$ cat config.mk
export PLATFORM = sky130hd
export DESIGN_NAME = cmcr_top
export DESIGN_NICKNAME = d
export VERILOG_FILES = /design/src/design/cmcr_pkg.sv /design/src/design/cmcr_mode_seq.sv /design/src/design/cmcr_top.sv
export SDC_FILE = /design/constraint.sdc
export NUM_CORES = 1
export LEC_CHECK = 0
export ABC_AREA = 0
export BUFFER_PORTS_ARGS = -buffer_cell sky130_fd_sc_hd__buf_4
export CAP_MARGIN = 10
export CORE_AREA = 2 2 54 56
export CTS_BUF_LIST = sky130_fd_sc_hd__clkbuf_4
export DETAILED_ROUTE_END_ITERATION = 10
export DIE_AREA = 0 0 56 58
export HOLD_SLACK_MARGIN = 0.06
export PLACE_DENSITY = 0.75
export SKIP_LAST_GASP = 1
export SLEW_MARGIN = 0
export SYNTH_ARGS = -nofsm -noshare
export SYNTH_HDL_FRONTEND = slang
export SYNTH_SLANG_ARGS = --single-unit
$ cat constraint.sdc
create_clock -name mclk -period 2.9 [get_ports mclk]
set_clock_uncertainty 0.2 [all_clocks]
set_input_delay 0.58 -clock mclk [delete_from_list [all_inputs] [get_ports mclk]]
set_output_delay 0.58 -clock mclk [all_outputs]
set_load 0.01 [all_outputs]
$ cat src/design/cmcr_pkg.sv
/*
  package of the mode control register: offsets, fields, reset values, mode codes.
  assumes a 16-bit register port with one-cycle read latency.
*/
package cmcr_pkg;

  localparam logic [3:0]  CTRL_ONE_OFFS   = 4'h0;
  localparam logic [3:0]  STATUS_OFFS     = 4'h1;

  localparam int          STOP_IDLE_BIT   = 13;
  localparam int          ABORT_BIT       = 12;
  localparam int          CLK_SEL_BIT     = 11;
  localparam int          REQ_LSB         = 8;
  localparam int          CUR_LSB         = 5;
  localparam int          CAP_BIT         = 3;
  localparam int          WIN_BIT         = 0;

  localparam logic [15:0] WRITE_MASK      = 16'h3F09;

  typedef enum logic [2:0] {
    CMCR_NORMAL   = 3'h0,
    CMCR_DISABLE  = 3'h1,
    CMCR_LOOPBACK = 3'h2,
    CMCR_LISTEN   = 3'h3,
    CMCR_CONFIG   = 3'h4,
    CMCR_RSVD_5   = 3'h5,
    CMCR_RSVD_6   = 3'h6,
    CMCR_LISTEN_ALL = 3'h7
  } cmcr_mode_t;

  localparam logic [2:0]  MODE_RESET      = 3'h4;

  typedef struct packed {
    logic [3:0]  addr;
    logic [15:0] wdata;
    logic        wr;
    logic        rd;
  } cmcr_bus_t;

  typedef struct packed {
    logic stop_in_idle;
    logic module_clock_select;
    logic rx_capture_enable;
    logic filter_window;
  } cmcr_cfg_t;

endpackage : cmcr_pkg

$ cat src/design/cmcr_mode_seq.sv
/*
  mode sequencer: moves the current mode to the requested one at a safe point.
  assumes bus_idle comes from the protocol engine, synchronous to mclk.
*/
`timescale 1ns/1ps
module cmcr_mode_seq (
  input  wire logic       mclk,
  input  wire logic       rst_b,
  input  wire logic [2:0] req_mode,
  input  wire logic       bus_idle,
  output logic [2:0]      cur_mode_q
);

  function automatic logic mode_legal(input logic [2:0] m);
    mode_legal = (m != 3'h5) && (m != 3'h6);
  endfunction : mode_legal

  wire logic change_ok;
  assign change_ok = mode_legal(req_mode) && (req_mode != cur_mode_q) && bus_idle;

  always_ff @(posedge mclk or negedge rst_b) begin
    if (!rst_b) begin
      cur_mode_q <= cmcr_pkg::MODE_RESET;
    end else if (change_ok) begin
      cur_mode_q <= req_mode;
    end
  end

  reserved_hold_a: assert property (@(posedge mclk) disable iff (!rst_b)
    !mode_legal(req_mode) |=> $stable(cur_mode_q))
    else $error("mode changed on reserved request");
  busy_hold_a: assert property (@(posedge mclk) disable iff (!rst_b)
    !bus_idle |=> $stable(cur_mode_q))
    else $error("mode changed while bus busy");

endmodule : cmcr_mode_seq

$ cat src/design/cmcr_top.sv
/*
  mode control register of the can controller, with its register port.
  assumes a single-cycle strobe master; rx_msg, tx_pending, bus_idle and
  device_idle are synchronous to mclk.
*/
// Notes on behaviour
// - stop-in-idle halts module during device idle
// - abort-all write signals all transmit buffers
// - hardware clears abort bit when aborts done
// - clock select picks doubled or peripheral clock
// - requested mode field encodes six modes
// - current mode field reports effective mode
// - both mode fields reset to configuration
// - capture enable turns receives into capture events
// - window bit selects filter or buffer map
// - unimplemented bits ignore writes, read zero
`timescale 1ns/1ps
module cmcr_top (
  input  wire logic        mclk,
  input  wire logic        rst_b,
  input  wire logic [3:0]  reg_addr,
  input  wire logic [15:0] reg_wdata,
  input  wire logic        reg_wr,
  input  wire logic        reg_rd,
  input  wire logic        device_idle,
  input  wire logic        bus_idle,
  input  wire logic        rx_msg,
  input  wire logic        tx_pending,
  output logic [15:0]      reg_rdata_q,
  output logic             module_halt_q,
  output logic             abort_all_tx_q,
  output logic             module_clock_double_q,
  output logic             rx_capture_q,
  output logic             filter_window_q,
  output logic [2:0]       current_mode_q
);

  ////////////////////////////////////////////////////////////////////////////
  // register state

  cmcr_pkg::cmcr_bus_t bus;
  cmcr_pkg::cmcr_cfg_t cfg_q;
  logic [2:0]          requested_mode_q;
  logic                abort_q;
  logic [2:0]          cur_mode;

  assign bus = '{addr: reg_addr, wdata: reg_wdata, wr: reg_wr, rd: reg_rd};

  // address match is shared by the write and read decode
  function automatic logic addr_hit(input logic [3:0] a, input logic [3:0] offs);
    addr_hit = (a == offs);
  endfunction : addr_hit

  // reserved codes never become the mode in effect
  function automatic logic mode_is_legal(input logic [2:0] m);
    mode_is_legal = (m != 3'h5) && (m != 3'h6);
  endfunction : mode_is_legal

  wire logic        wr_ctrl;
  wire logic        rd_ctrl;
  wire logic        rd_status;
  wire logic        abort_set;
  wire logic        abort_clr;
  wire logic [15:0] wmask_data;
  wire logic [15:0] ctrl_view;
  wire logic [15:0] status_view;
  wire logic [15:0] rd_mux;

  assign wr_ctrl    = bus.wr && addr_hit(bus.addr, cmcr_pkg::CTRL_ONE_OFFS);
  assign rd_ctrl    = bus.rd && addr_hit(bus.addr, cmcr_pkg::CTRL_ONE_OFFS);
  assign rd_status  = bus.rd && addr_hit(bus.addr, cmcr_pkg::STATUS_OFFS);
  assign wmask_data = bus.wdata & cmcr_pkg::WRITE_MASK;
  assign abort_set  = wr_ctrl && wmask_data[cmcr_pkg::ABORT_BIT];
  // a set in the same cycle as completion wins, so no new abort is lost
  assign abort_clr  = abort_q && !tx_pending;

  always_ff @(posedge mclk or negedge rst_b) begin
    if (!rst_b) begin
      cfg_q            <= '0;
      requested_mode_q <= cmcr_pkg::MODE_RESET;
    end else if (wr_ctrl) begin
      cfg_q.stop_in_idle        <= wmask_data[cmcr_pkg::STOP_IDLE_BIT];
      cfg_q.module_clock_select <= wmask_data[cmcr_pkg::CLK_SEL_BIT];
      cfg_q.rx_capture_enable   <= wmask_data[cmcr_pkg::CAP_BIT];
      cfg_q.filter_window       <= wmask_data[cmcr_pkg::WIN_BIT];
      requested_mode_q          <= wmask_data[cmcr_pkg::REQ_LSB +: 3];
    end
  end

  always_ff @(posedge mclk or negedge rst_b) begin
    if (!rst_b) begin
      abort_q <= 1'b0;
    end else if (abort_set) begin
      abort_q <= 1'b1;
    end else if (abort_clr) begin
      abort_q <= 1'b0;
    end
  end

  ////////////////////////////////////////////////////////////////////////////
  // mode sequencing

  cmcr_mode_seq cmcr_mode_seq_inst (
    .mclk       (mclk),
    .rst_b      (rst_b),
    .req_mode   (requested_mode_q),
    .bus_idle   (bus_idle),
    .cur_mode_q (cur_mode)
  );

  ////////////////////////////////////////////////////////////////////////////
  // read port

  assign ctrl_view = {2'h0, cfg_q.stop_in_idle, abort_q, cfg_q.module_clock_select,
                      requested_mode_q, cur_mode, 1'b0, cfg_q.rx_capture_enable,
                      2'h0, cfg_q.filter_window};
  assign status_view = {13'h0000, cur_mode};
  assign rd_mux = rd_ctrl   ? ctrl_view :
                  rd_status ? status_view :
                  16'h0000;

  // halting only while idle keeps the module live when the cpu sleeps lightly
  wire logic halt_d;
  assign halt_d = cfg_q.stop_in_idle && device_idle;

  always_ff @(posedge mclk or negedge rst_b) begin
    if (!rst_b) begin
      reg_rdata_q           <= 16'h0000;
      module_halt_q         <= 1'b0;
      abort_all_tx_q        <= 1'b0;
      module_clock_double_q <= 1'b0;
      rx_capture_q          <= 1'b0;
      filter_window_q       <= 1'b0;
      current_mode_q        <= cmcr_pkg::MODE_RESET;
    end else begin
      reg_rdata_q           <= rd_mux;
      module_halt_q         <= halt_d;
      abort_all_tx_q        <= abort_q;
      module_clock_double_q <= cfg_q.module_clock_select;
      rx_capture_q          <= rx_msg && cfg_q.rx_capture_enable;
      filter_window_q       <= cfg_q.filter_window;
      current_mode_q        <= cur_mode;
    end
  end

  ////////////////////////////////////////////////////////////////////////////
  // checks

  halt_follow_a: assert property (@(posedge mclk) disable iff (!rst_b)
    (cfg_q.stop_in_idle && device_idle) |=> module_halt_q)
    else $error("module not halted in idle");
  abort_set_a: assert property (@(posedge mclk) disable iff (!rst_b)
    abort_set |=> abort_q ##1 abort_all_tx_q)
    else $error("abort request not signalled");
  abort_clear_a: assert property (@(posedge mclk) disable iff (!rst_b)
    (abort_q && !tx_pending && !abort_set) |=> !abort_q)
    else $error("abort bit not cleared");
  clk_sel_a: assert property (@(posedge mclk) disable iff (!rst_b)
    wr_ctrl |=> ##1 (module_clock_double_q == $past(reg_wdata[11], 2)))
    else $error("clock select wrong");
  req_store_a: assert property (@(posedge mclk) disable iff (!rst_b)
    wr_ctrl |=> (requested_mode_q == $past(reg_wdata[10:8])))
    else $error("requested mode not stored");
  mode_report_a: assert property (@(posedge mclk) disable iff (!rst_b)
    1'b1 |=> (current_mode_q == $past(cur_mode)))
    else $error("current mode output stale");
  capture_gate_a: assert property (@(posedge mclk) disable iff (!rst_b)
    (rx_msg && !cfg_q.rx_capture_enable) |=> !rx_capture_q)
    else $error("capture without enable");
  window_sel_a: assert property (@(posedge mclk) disable iff (!rst_b)
    wr_ctrl |=> ##1 (filter_window_q == $past(reg_wdata[0], 2)))
    else $error("window select wrong");
  unimpl_zero_a: assert property (@(posedge mclk) disable iff (!rst_b)
    (reg_rd && reg_addr == 4'h0) |=> ((reg_rdata_q & 16'hC016) == 16'h0000))
    else $error("unimplemented bits read nonzero");

  ////////////////////////////////////////////////////////////////////////////
  // read port checks: each field read back against its own state

  rd_idle_zero_a: assert property (@(posedge mclk) disable iff (!rst_b)
    !reg_rd |=> (reg_rdata_q == 16'h0000))
    else $error("read data not zero without read");

  rd_unmapped_zero_a: assert property (@(posedge mclk) disable iff (!rst_b)
    (reg_rd && !rd_ctrl && !rd_status) |=> (reg_rdata_q == 16'h0000))
    else $error("unmapped read not zero");

  rd_status_mode_a: assert property (@(posedge mclk) disable iff (!rst_b)
    rd_status |=> (reg_rdata_q == {13'h0000, $past(cur_mode)}))
    else $error("status read wrong");

  rd_req_field_a: assert property (@(posedge mclk) disable iff (!rst_b)
    rd_ctrl |=> (reg_rdata_q[10:8] == $past(requested_mode_q)))
    else $error("requested mode read wrong");

  rd_cur_field_a: assert property (@(posedge mclk) disable iff (!rst_b)
    rd_ctrl |=> (reg_rdata_q[7:5] == $past(cur_mode)))
    else $error("current mode read wrong");

  rd_abort_bit_a: assert property (@(posedge mclk) disable iff (!rst_b)
    rd_ctrl |=> (reg_rdata_q[12] == $past(abort_q)))
    else $error("abort bit read wrong");

  rd_stop_bit_a: assert property (@(posedge mclk) disable iff (!rst_b)
    rd_ctrl |=> (reg_rdata_q[13] == $past(cfg_q.stop_in_idle)))
    else $error("stop bit read wrong");

  rd_clk_bit_a: assert property (@(posedge mclk) disable iff (!rst_b)
    rd_ctrl |=> (reg_rdata_q[11] == $past(cfg_q.module_clock_select)))
    else $error("clock select read wrong");

  rd_cap_bit_a: assert property (@(posedge mclk) disable iff (!rst_b)
    rd_ctrl |=> (reg_rdata_q[3] == $past(cfg_q.rx_capture_enable)))
    else $error("capture bit read wrong");

  rd_win_bit_a: assert property (@(posedge mclk) disable iff (!rst_b)
    rd_ctrl |=> (reg_rdata_q[0] == $past(cfg_q.filter_window)))
    else $error("window bit read wrong");

  ////////////////////////////////////////////////////////////////////////////
  // write checks

  stop_write_a: assert property (@(posedge mclk) disable iff (!rst_b)
    wr_ctrl |=> (cfg_q.stop_in_idle == $past(reg_wdata[13])))
    else $error("stop bit not stored");

  clk_write_a: assert property (@(posedge mclk) disable iff (!rst_b)
    wr_ctrl |=> (cfg_q.module_clock_select == $past(reg_wdata[11])))
    else $error("clock select not stored");

  cap_write_a: assert property (@(posedge mclk) disable iff (!rst_b)
    wr_ctrl |=> (cfg_q.rx_capture_enable == $past(reg_wdata[3])))
    else $error("capture bit not stored");

  win_write_a: assert property (@(posedge mclk) disable iff (!rst_b)
    wr_ctrl |=> (cfg_q.filter_window == $past(reg_wdata[0])))
    else $error("window bit not stored");

  req_hold_a: assert property (@(posedge mclk) disable iff (!rst_b)
    !wr_ctrl |=> $stable(requested_mode_q))
    else $error("requested mode changed without write");

  cfg_hold_a: assert property (@(posedge mclk) disable iff (!rst_b)
    !wr_ctrl |=> $stable(cfg_q))
    else $error("config changed without write");

  status_ro_a: assert property (@(posedge mclk) disable iff (!rst_b)
    (reg_wr && addr_hit(reg_addr, cmcr_pkg::STATUS_OFFS)) |=> $stable(requested_mode_q))
    else $error("status write changed mode request");

  ////////////////////////////////////////////////////////////////////////////
  // abort checks: a late clear must never swallow a fresh request

  abort_idle_a: assert property (@(posedge mclk) disable iff (!rst_b)
    (!abort_q && !abort_set) |=> !abort_q)
    else $error("abort set without request");

  abort_keep_a: assert property (@(posedge mclk) disable iff (!rst_b)
    (abort_q && tx_pending) |=> abort_q)
    else $error("abort cleared while pending");

  abort_wins_a: assert property (@(posedge mclk) disable iff (!rst_b)
    (abort_q && abort_set) |=> abort_q)
    else $error("abort set lost to clear");

  abort_out_a: assert property (@(posedge mclk) disable iff (!rst_b)
    1'b1 |=> (abort_all_tx_q == $past(abort_q)))
    else $error("abort output not following bit");

  abort_zero_write_a: assert property (@(posedge mclk) disable iff (!rst_b)
    (wr_ctrl && !wmask_data[cmcr_pkg::ABORT_BIT] && abort_q && tx_pending) |=> abort_q)
    else $error("software cleared abort bit");

  ////////////////////////////////////////////////////////////////////////////
  // output checks

  halt_release_a: assert property (@(posedge mclk) disable iff (!rst_b)
    !(cfg_q.stop_in_idle && device_idle) |=> !module_halt_q)
    else $error("module halted outside idle");

  clk_out_a: assert property (@(posedge mclk) disable iff (!rst_b)
    1'b1 |=> (module_clock_double_q == $past(cfg_q.module_clock_select)))
    else $error("clock select output stale");

  capture_pass_a: assert property (@(posedge mclk) disable iff (!rst_b)
    (rx_msg && cfg_q.rx_capture_enable) |=> rx_capture_q)
    else $error("capture event missing");

  capture_quiet_a: assert property (@(posedge mclk) disable iff (!rst_b)
    !rx_msg |=> !rx_capture_q)
    else $error("capture without receive");

  window_out_a: assert property (@(posedge mclk) disable iff (!rst_b)
    1'b1 |=> (filter_window_q == $past(cfg_q.filter_window)))
    else $error("window output stale");

  ////////////////////////////////////////////////////////////////////////////
  // mode checks

  mode_apply_a: assert property (@(posedge mclk) disable iff (!rst_b)
    (bus_idle && mode_is_legal(requested_mode_q) && (requested_mode_q != cur_mode))
    |=> (cur_mode == $past(requested_mode_q)))
    else $error("mode not applied at bus idle");

  mode_same_a: assert property (@(posedge mclk) disable iff (!rst_b)
    (requested_mode_q == cur_mode) |=> $stable(cur_mode))
    else $error("mode moved without new request");

  mode_legal_a: assert property (@(posedge mclk) disable iff (!rst_b)
    1'b1 |-> mode_is_legal(cur_mode))
    else $error("reserved mode in effect");

  mode_out_legal_a: assert property (@(posedge mclk) disable iff (!rst_b)
    1'b1 |-> mode_is_legal(current_mode_q))
    else $error("reserved mode reported");

endmodule : cmcr_top

==> key figures <==
CTS
  • Worst-path clk slew: 90 ps
  • Clk Latency, worst-skew pair: 320 ps
  • CTS tree: yes
  • Root Buffer: clkbuf_4
  • Max Root-Sink Buffers: 2
  • CTS H-Tree Depth: 2
  • Number of CTS-inserted buffers: 5
  • Clock net sink count: 32

Die
  • Die area: 0.003248 mm^2
  • Core Footprint: 0.002663 mm^2
  • # IOs: 52
  • Die Width: 56 um
  • Num rows: 19
  • Initial Util: between 40% and 50%
  • Die height: between 50 and 60 um

Drt
  • Vias/cell: approximately 4.8
  • DRT iter0 DRCs: 6
  • Antenna-violating nets left: 0
  • Final wirelength: 2.054 mm
  • DRC violations left: 0
  • Routed wire per std cell: 12.76 um
  • Via count: 770
  • Drt first pass iters: 4

Timing
  • Setup Viol. Count Final: 0
  • Tmin final: 1733 ps
  • Setup TNS: 0 ps
  • Final worst-path cycle share: 59.75%
  • RSZ-0062 raised after global routing: no
  • Final-report hold violation count: 0
  • Max Clock Freq: roughly 0.58 GHz
  • Max-slew violation count: 0

Yosys
  • Syn. warnings: 0
  • #FFs+latches synth: 32
  • Post-Syn Instances: 83
  • Sequential element share of the synthesized area: 69.51%
  • Yosys cell types: 20
  • Syn Area/Cell: 13.94 um^2
  • Post-synthesis cell area: between 0.001 and 0.0015 mm^2

Critical path
  • CP Data Required Time: ~2100 ps
  • Critical path class: reg -> out
  • CP max stage cell: dfstp_2
  • Crit-path cells: buf_4
  • Crit path max fanout: 1
  • Critical R2R Launch: requested_mode_q[2]
  • Crit end category: primary output
  • Critical path arrival: about 950 ps
  • Crit. Startpoint: current_mode_q[2]
  • Slowest stage delay, CP: roughly 530 ps
  • CP Launch Type: flop
  • Largest delay share family, worst path: flip-flops
  • Bufs and invs on worst path: 1

Final layout
  • Commonest non-fill, non-tap cell in the layout: buf_4
  • Most frequent cells in the layout: buf_4 (40), dfrtp_1 (29), and2_1 (14)
  • Share of cells above drive strength 1: 46.92%
  • Layout area overhead: 35.14%
  • Final net count: 157
  • Fillcell total: ~230
  • ANT cells: 0

Min path
  • HP Class: reg -> reg
  • Min-delay src: cmcr_mode_seq_inst.cur_mode_q[2]

GRT
  • Global Route Usage Sum: between 10 and 15%
  • Gr ovfl total: 0
  • Antenna violations before repair: 0
  • Vias in the first global route: 796
  • First-pass GRT wire length: between 3 and 4 mm
  • Largest net degree at the start of global routing: 33

Run status
  • Outcome: completed

Power and ir drop
  • Pwr/cell area: 673.0 mW/mm^2
  • Overall Power: 1053 uW
  • Leakage Power: 0.0008187 uW
  • Maximum vdd ir drop: 0.4059 mV

Run
  • Max_cap viols: 0

Placement
  • IO Port Bufs: 40
  • Routability congestion estimate: 0.7585
==> sequential cells by signal, indices dropped and copies added (netlist names) <==
name                           flops
abort_all_tx_q                     1
filter_window_q                    1
cmcr_mode_seq_inst.cur_mode_q      3
current_mode_q                     3
cfg_q                              4
rx_capture_q                       1
abort_q                            1
module_clock_double_q              1
reg_rdata_q                       13
module_halt_q                      1
requested_mode_q                   3
==> cell type report <==
class	count	area [um^2]	share of cell area, %
inverter	5	18.77	1.200
sequential	32	804.5	51.44
clock buffer	6	45.04	2.880
tap	31	38.79	2.480
timing repair buffer	41	310.3	19.84
multi-input combinational	44	311.5	19.92
clock inverter	2	35.03	2.240
==> path summary, 6_finish.rpt <==
| kind | to | slack, ps | cells past startpoint |
|---|---|---|---|
| hold reg to reg | current_mode_q[2] | 190 | 0 |
| setup / recovery | current_mode_q[2] | 1170 | 1 |
| setup reg to reg | cmcr_mode_seq_inst.cur_mode_q[1] | 1590 | 3 |
| max in group asynchronous | cmcr_mode_seq_inst.cur_mode_q[2] | 1670 | 2 |
| hold / removal | current_mode_q[2] | 190 | 0 |
| min in group asynchronous | cfg_q[2] | 510 | 2 |
==> per-layer routing <==
| metal | vias to the layer above | part of all wire (%) | track usage, % |
|---|---|---|---|
| met5 | - | 0 | 0 |
| met4 | 0 | 2.8 | 8.503 |
| met3 | 6 | 6.2 | 5.134 |
| met2 | 31 | 53 | 24.37 |
| met1 | 377 | 38 | 14.80 |
| li1 | 356 | - | - |
==> what timing repair did <==
| action | CTS | global route |
|---|---|---|
| endpoints found under the hold margin | 29 | 0 |
| hold buffers | 1 | 0 |
| resized for setup | 0 | 0 |
| setup buffers | 0 | 0 |
==> kinds of logic (layout without fill, tap and decap cells) <==
logic type | Yosys count | in the layout | synth area share, %
xor+xnor | 1 | 1 | 0.7569
compound gates | 10 | 10 | 5.297
other cells | 1 | 3 | 0.3240
simple gates | 23 | 23 | 13.08
buf+inv | 9 | 54 | 4.216
mux | 7 | 7 | 6.811
flops | 32 | 32 | 69.51
==> cells in the mapped netlist <==
| library cell | n | area [um^2] |
|---|---|---|
| a211oi_1 | 2 | 15.01 |
| a21oi_1 | 4 | 20.02 |
| a22o_1 | 1 | 8.760 |
| and2_1 | 14 | 87.58 |
| and3_1 | 1 | 6.260 |
| and4b_1 | 1 | 10.01 |
| buf_4 | 4 | 30.03 |
| conb_1 | 1 | 3.750 |
| dfrtp_1 | 29 | 725.7 |
| dfstp_2 | 3 | 78.83 |
| inv_1 | 5 | 18.77 |
| mux2_2 | 7 | 78.83 |
| nand2_1 | 1 | 3.750 |
| nand2b_1 | 1 | 6.260 |
| nand3_4 | 1 | 17.52 |
| nor2_1 | 2 | 7.510 |
| nor2_2 | 2 | 12.51 |
| o21ai_0 | 1 | 5.000 |
| o22ai_1 | 2 | 12.51 |
| xnor2_1 | 1 | 8.760 |
==> where the power goes <==
part / switching [uW] / internal (uW) / leakage (uW)
combinational: 68.2 / 89.6 / 0.000355
sequential: 45.2 / 517 / 0.000418
clock: 142 / 190 / 0.0000456
==> metrics by stage <==
step	setup WS [ps]	hold WS [ps]	instances	instance area (um^2)	util [%]
after floorplan	1442	84.41	85	1165	-
after global placement	1158	171.9	152	1474	55.36
after detailed placement	1127	172.5	152	1474	55.36
after CTS	1151	184.0	161	1564	58.74
after global routing	1122	188.4	161	1564	58.74
final	1167	186.5	161	1564	58.74
(Power assumes the default switching activity.)
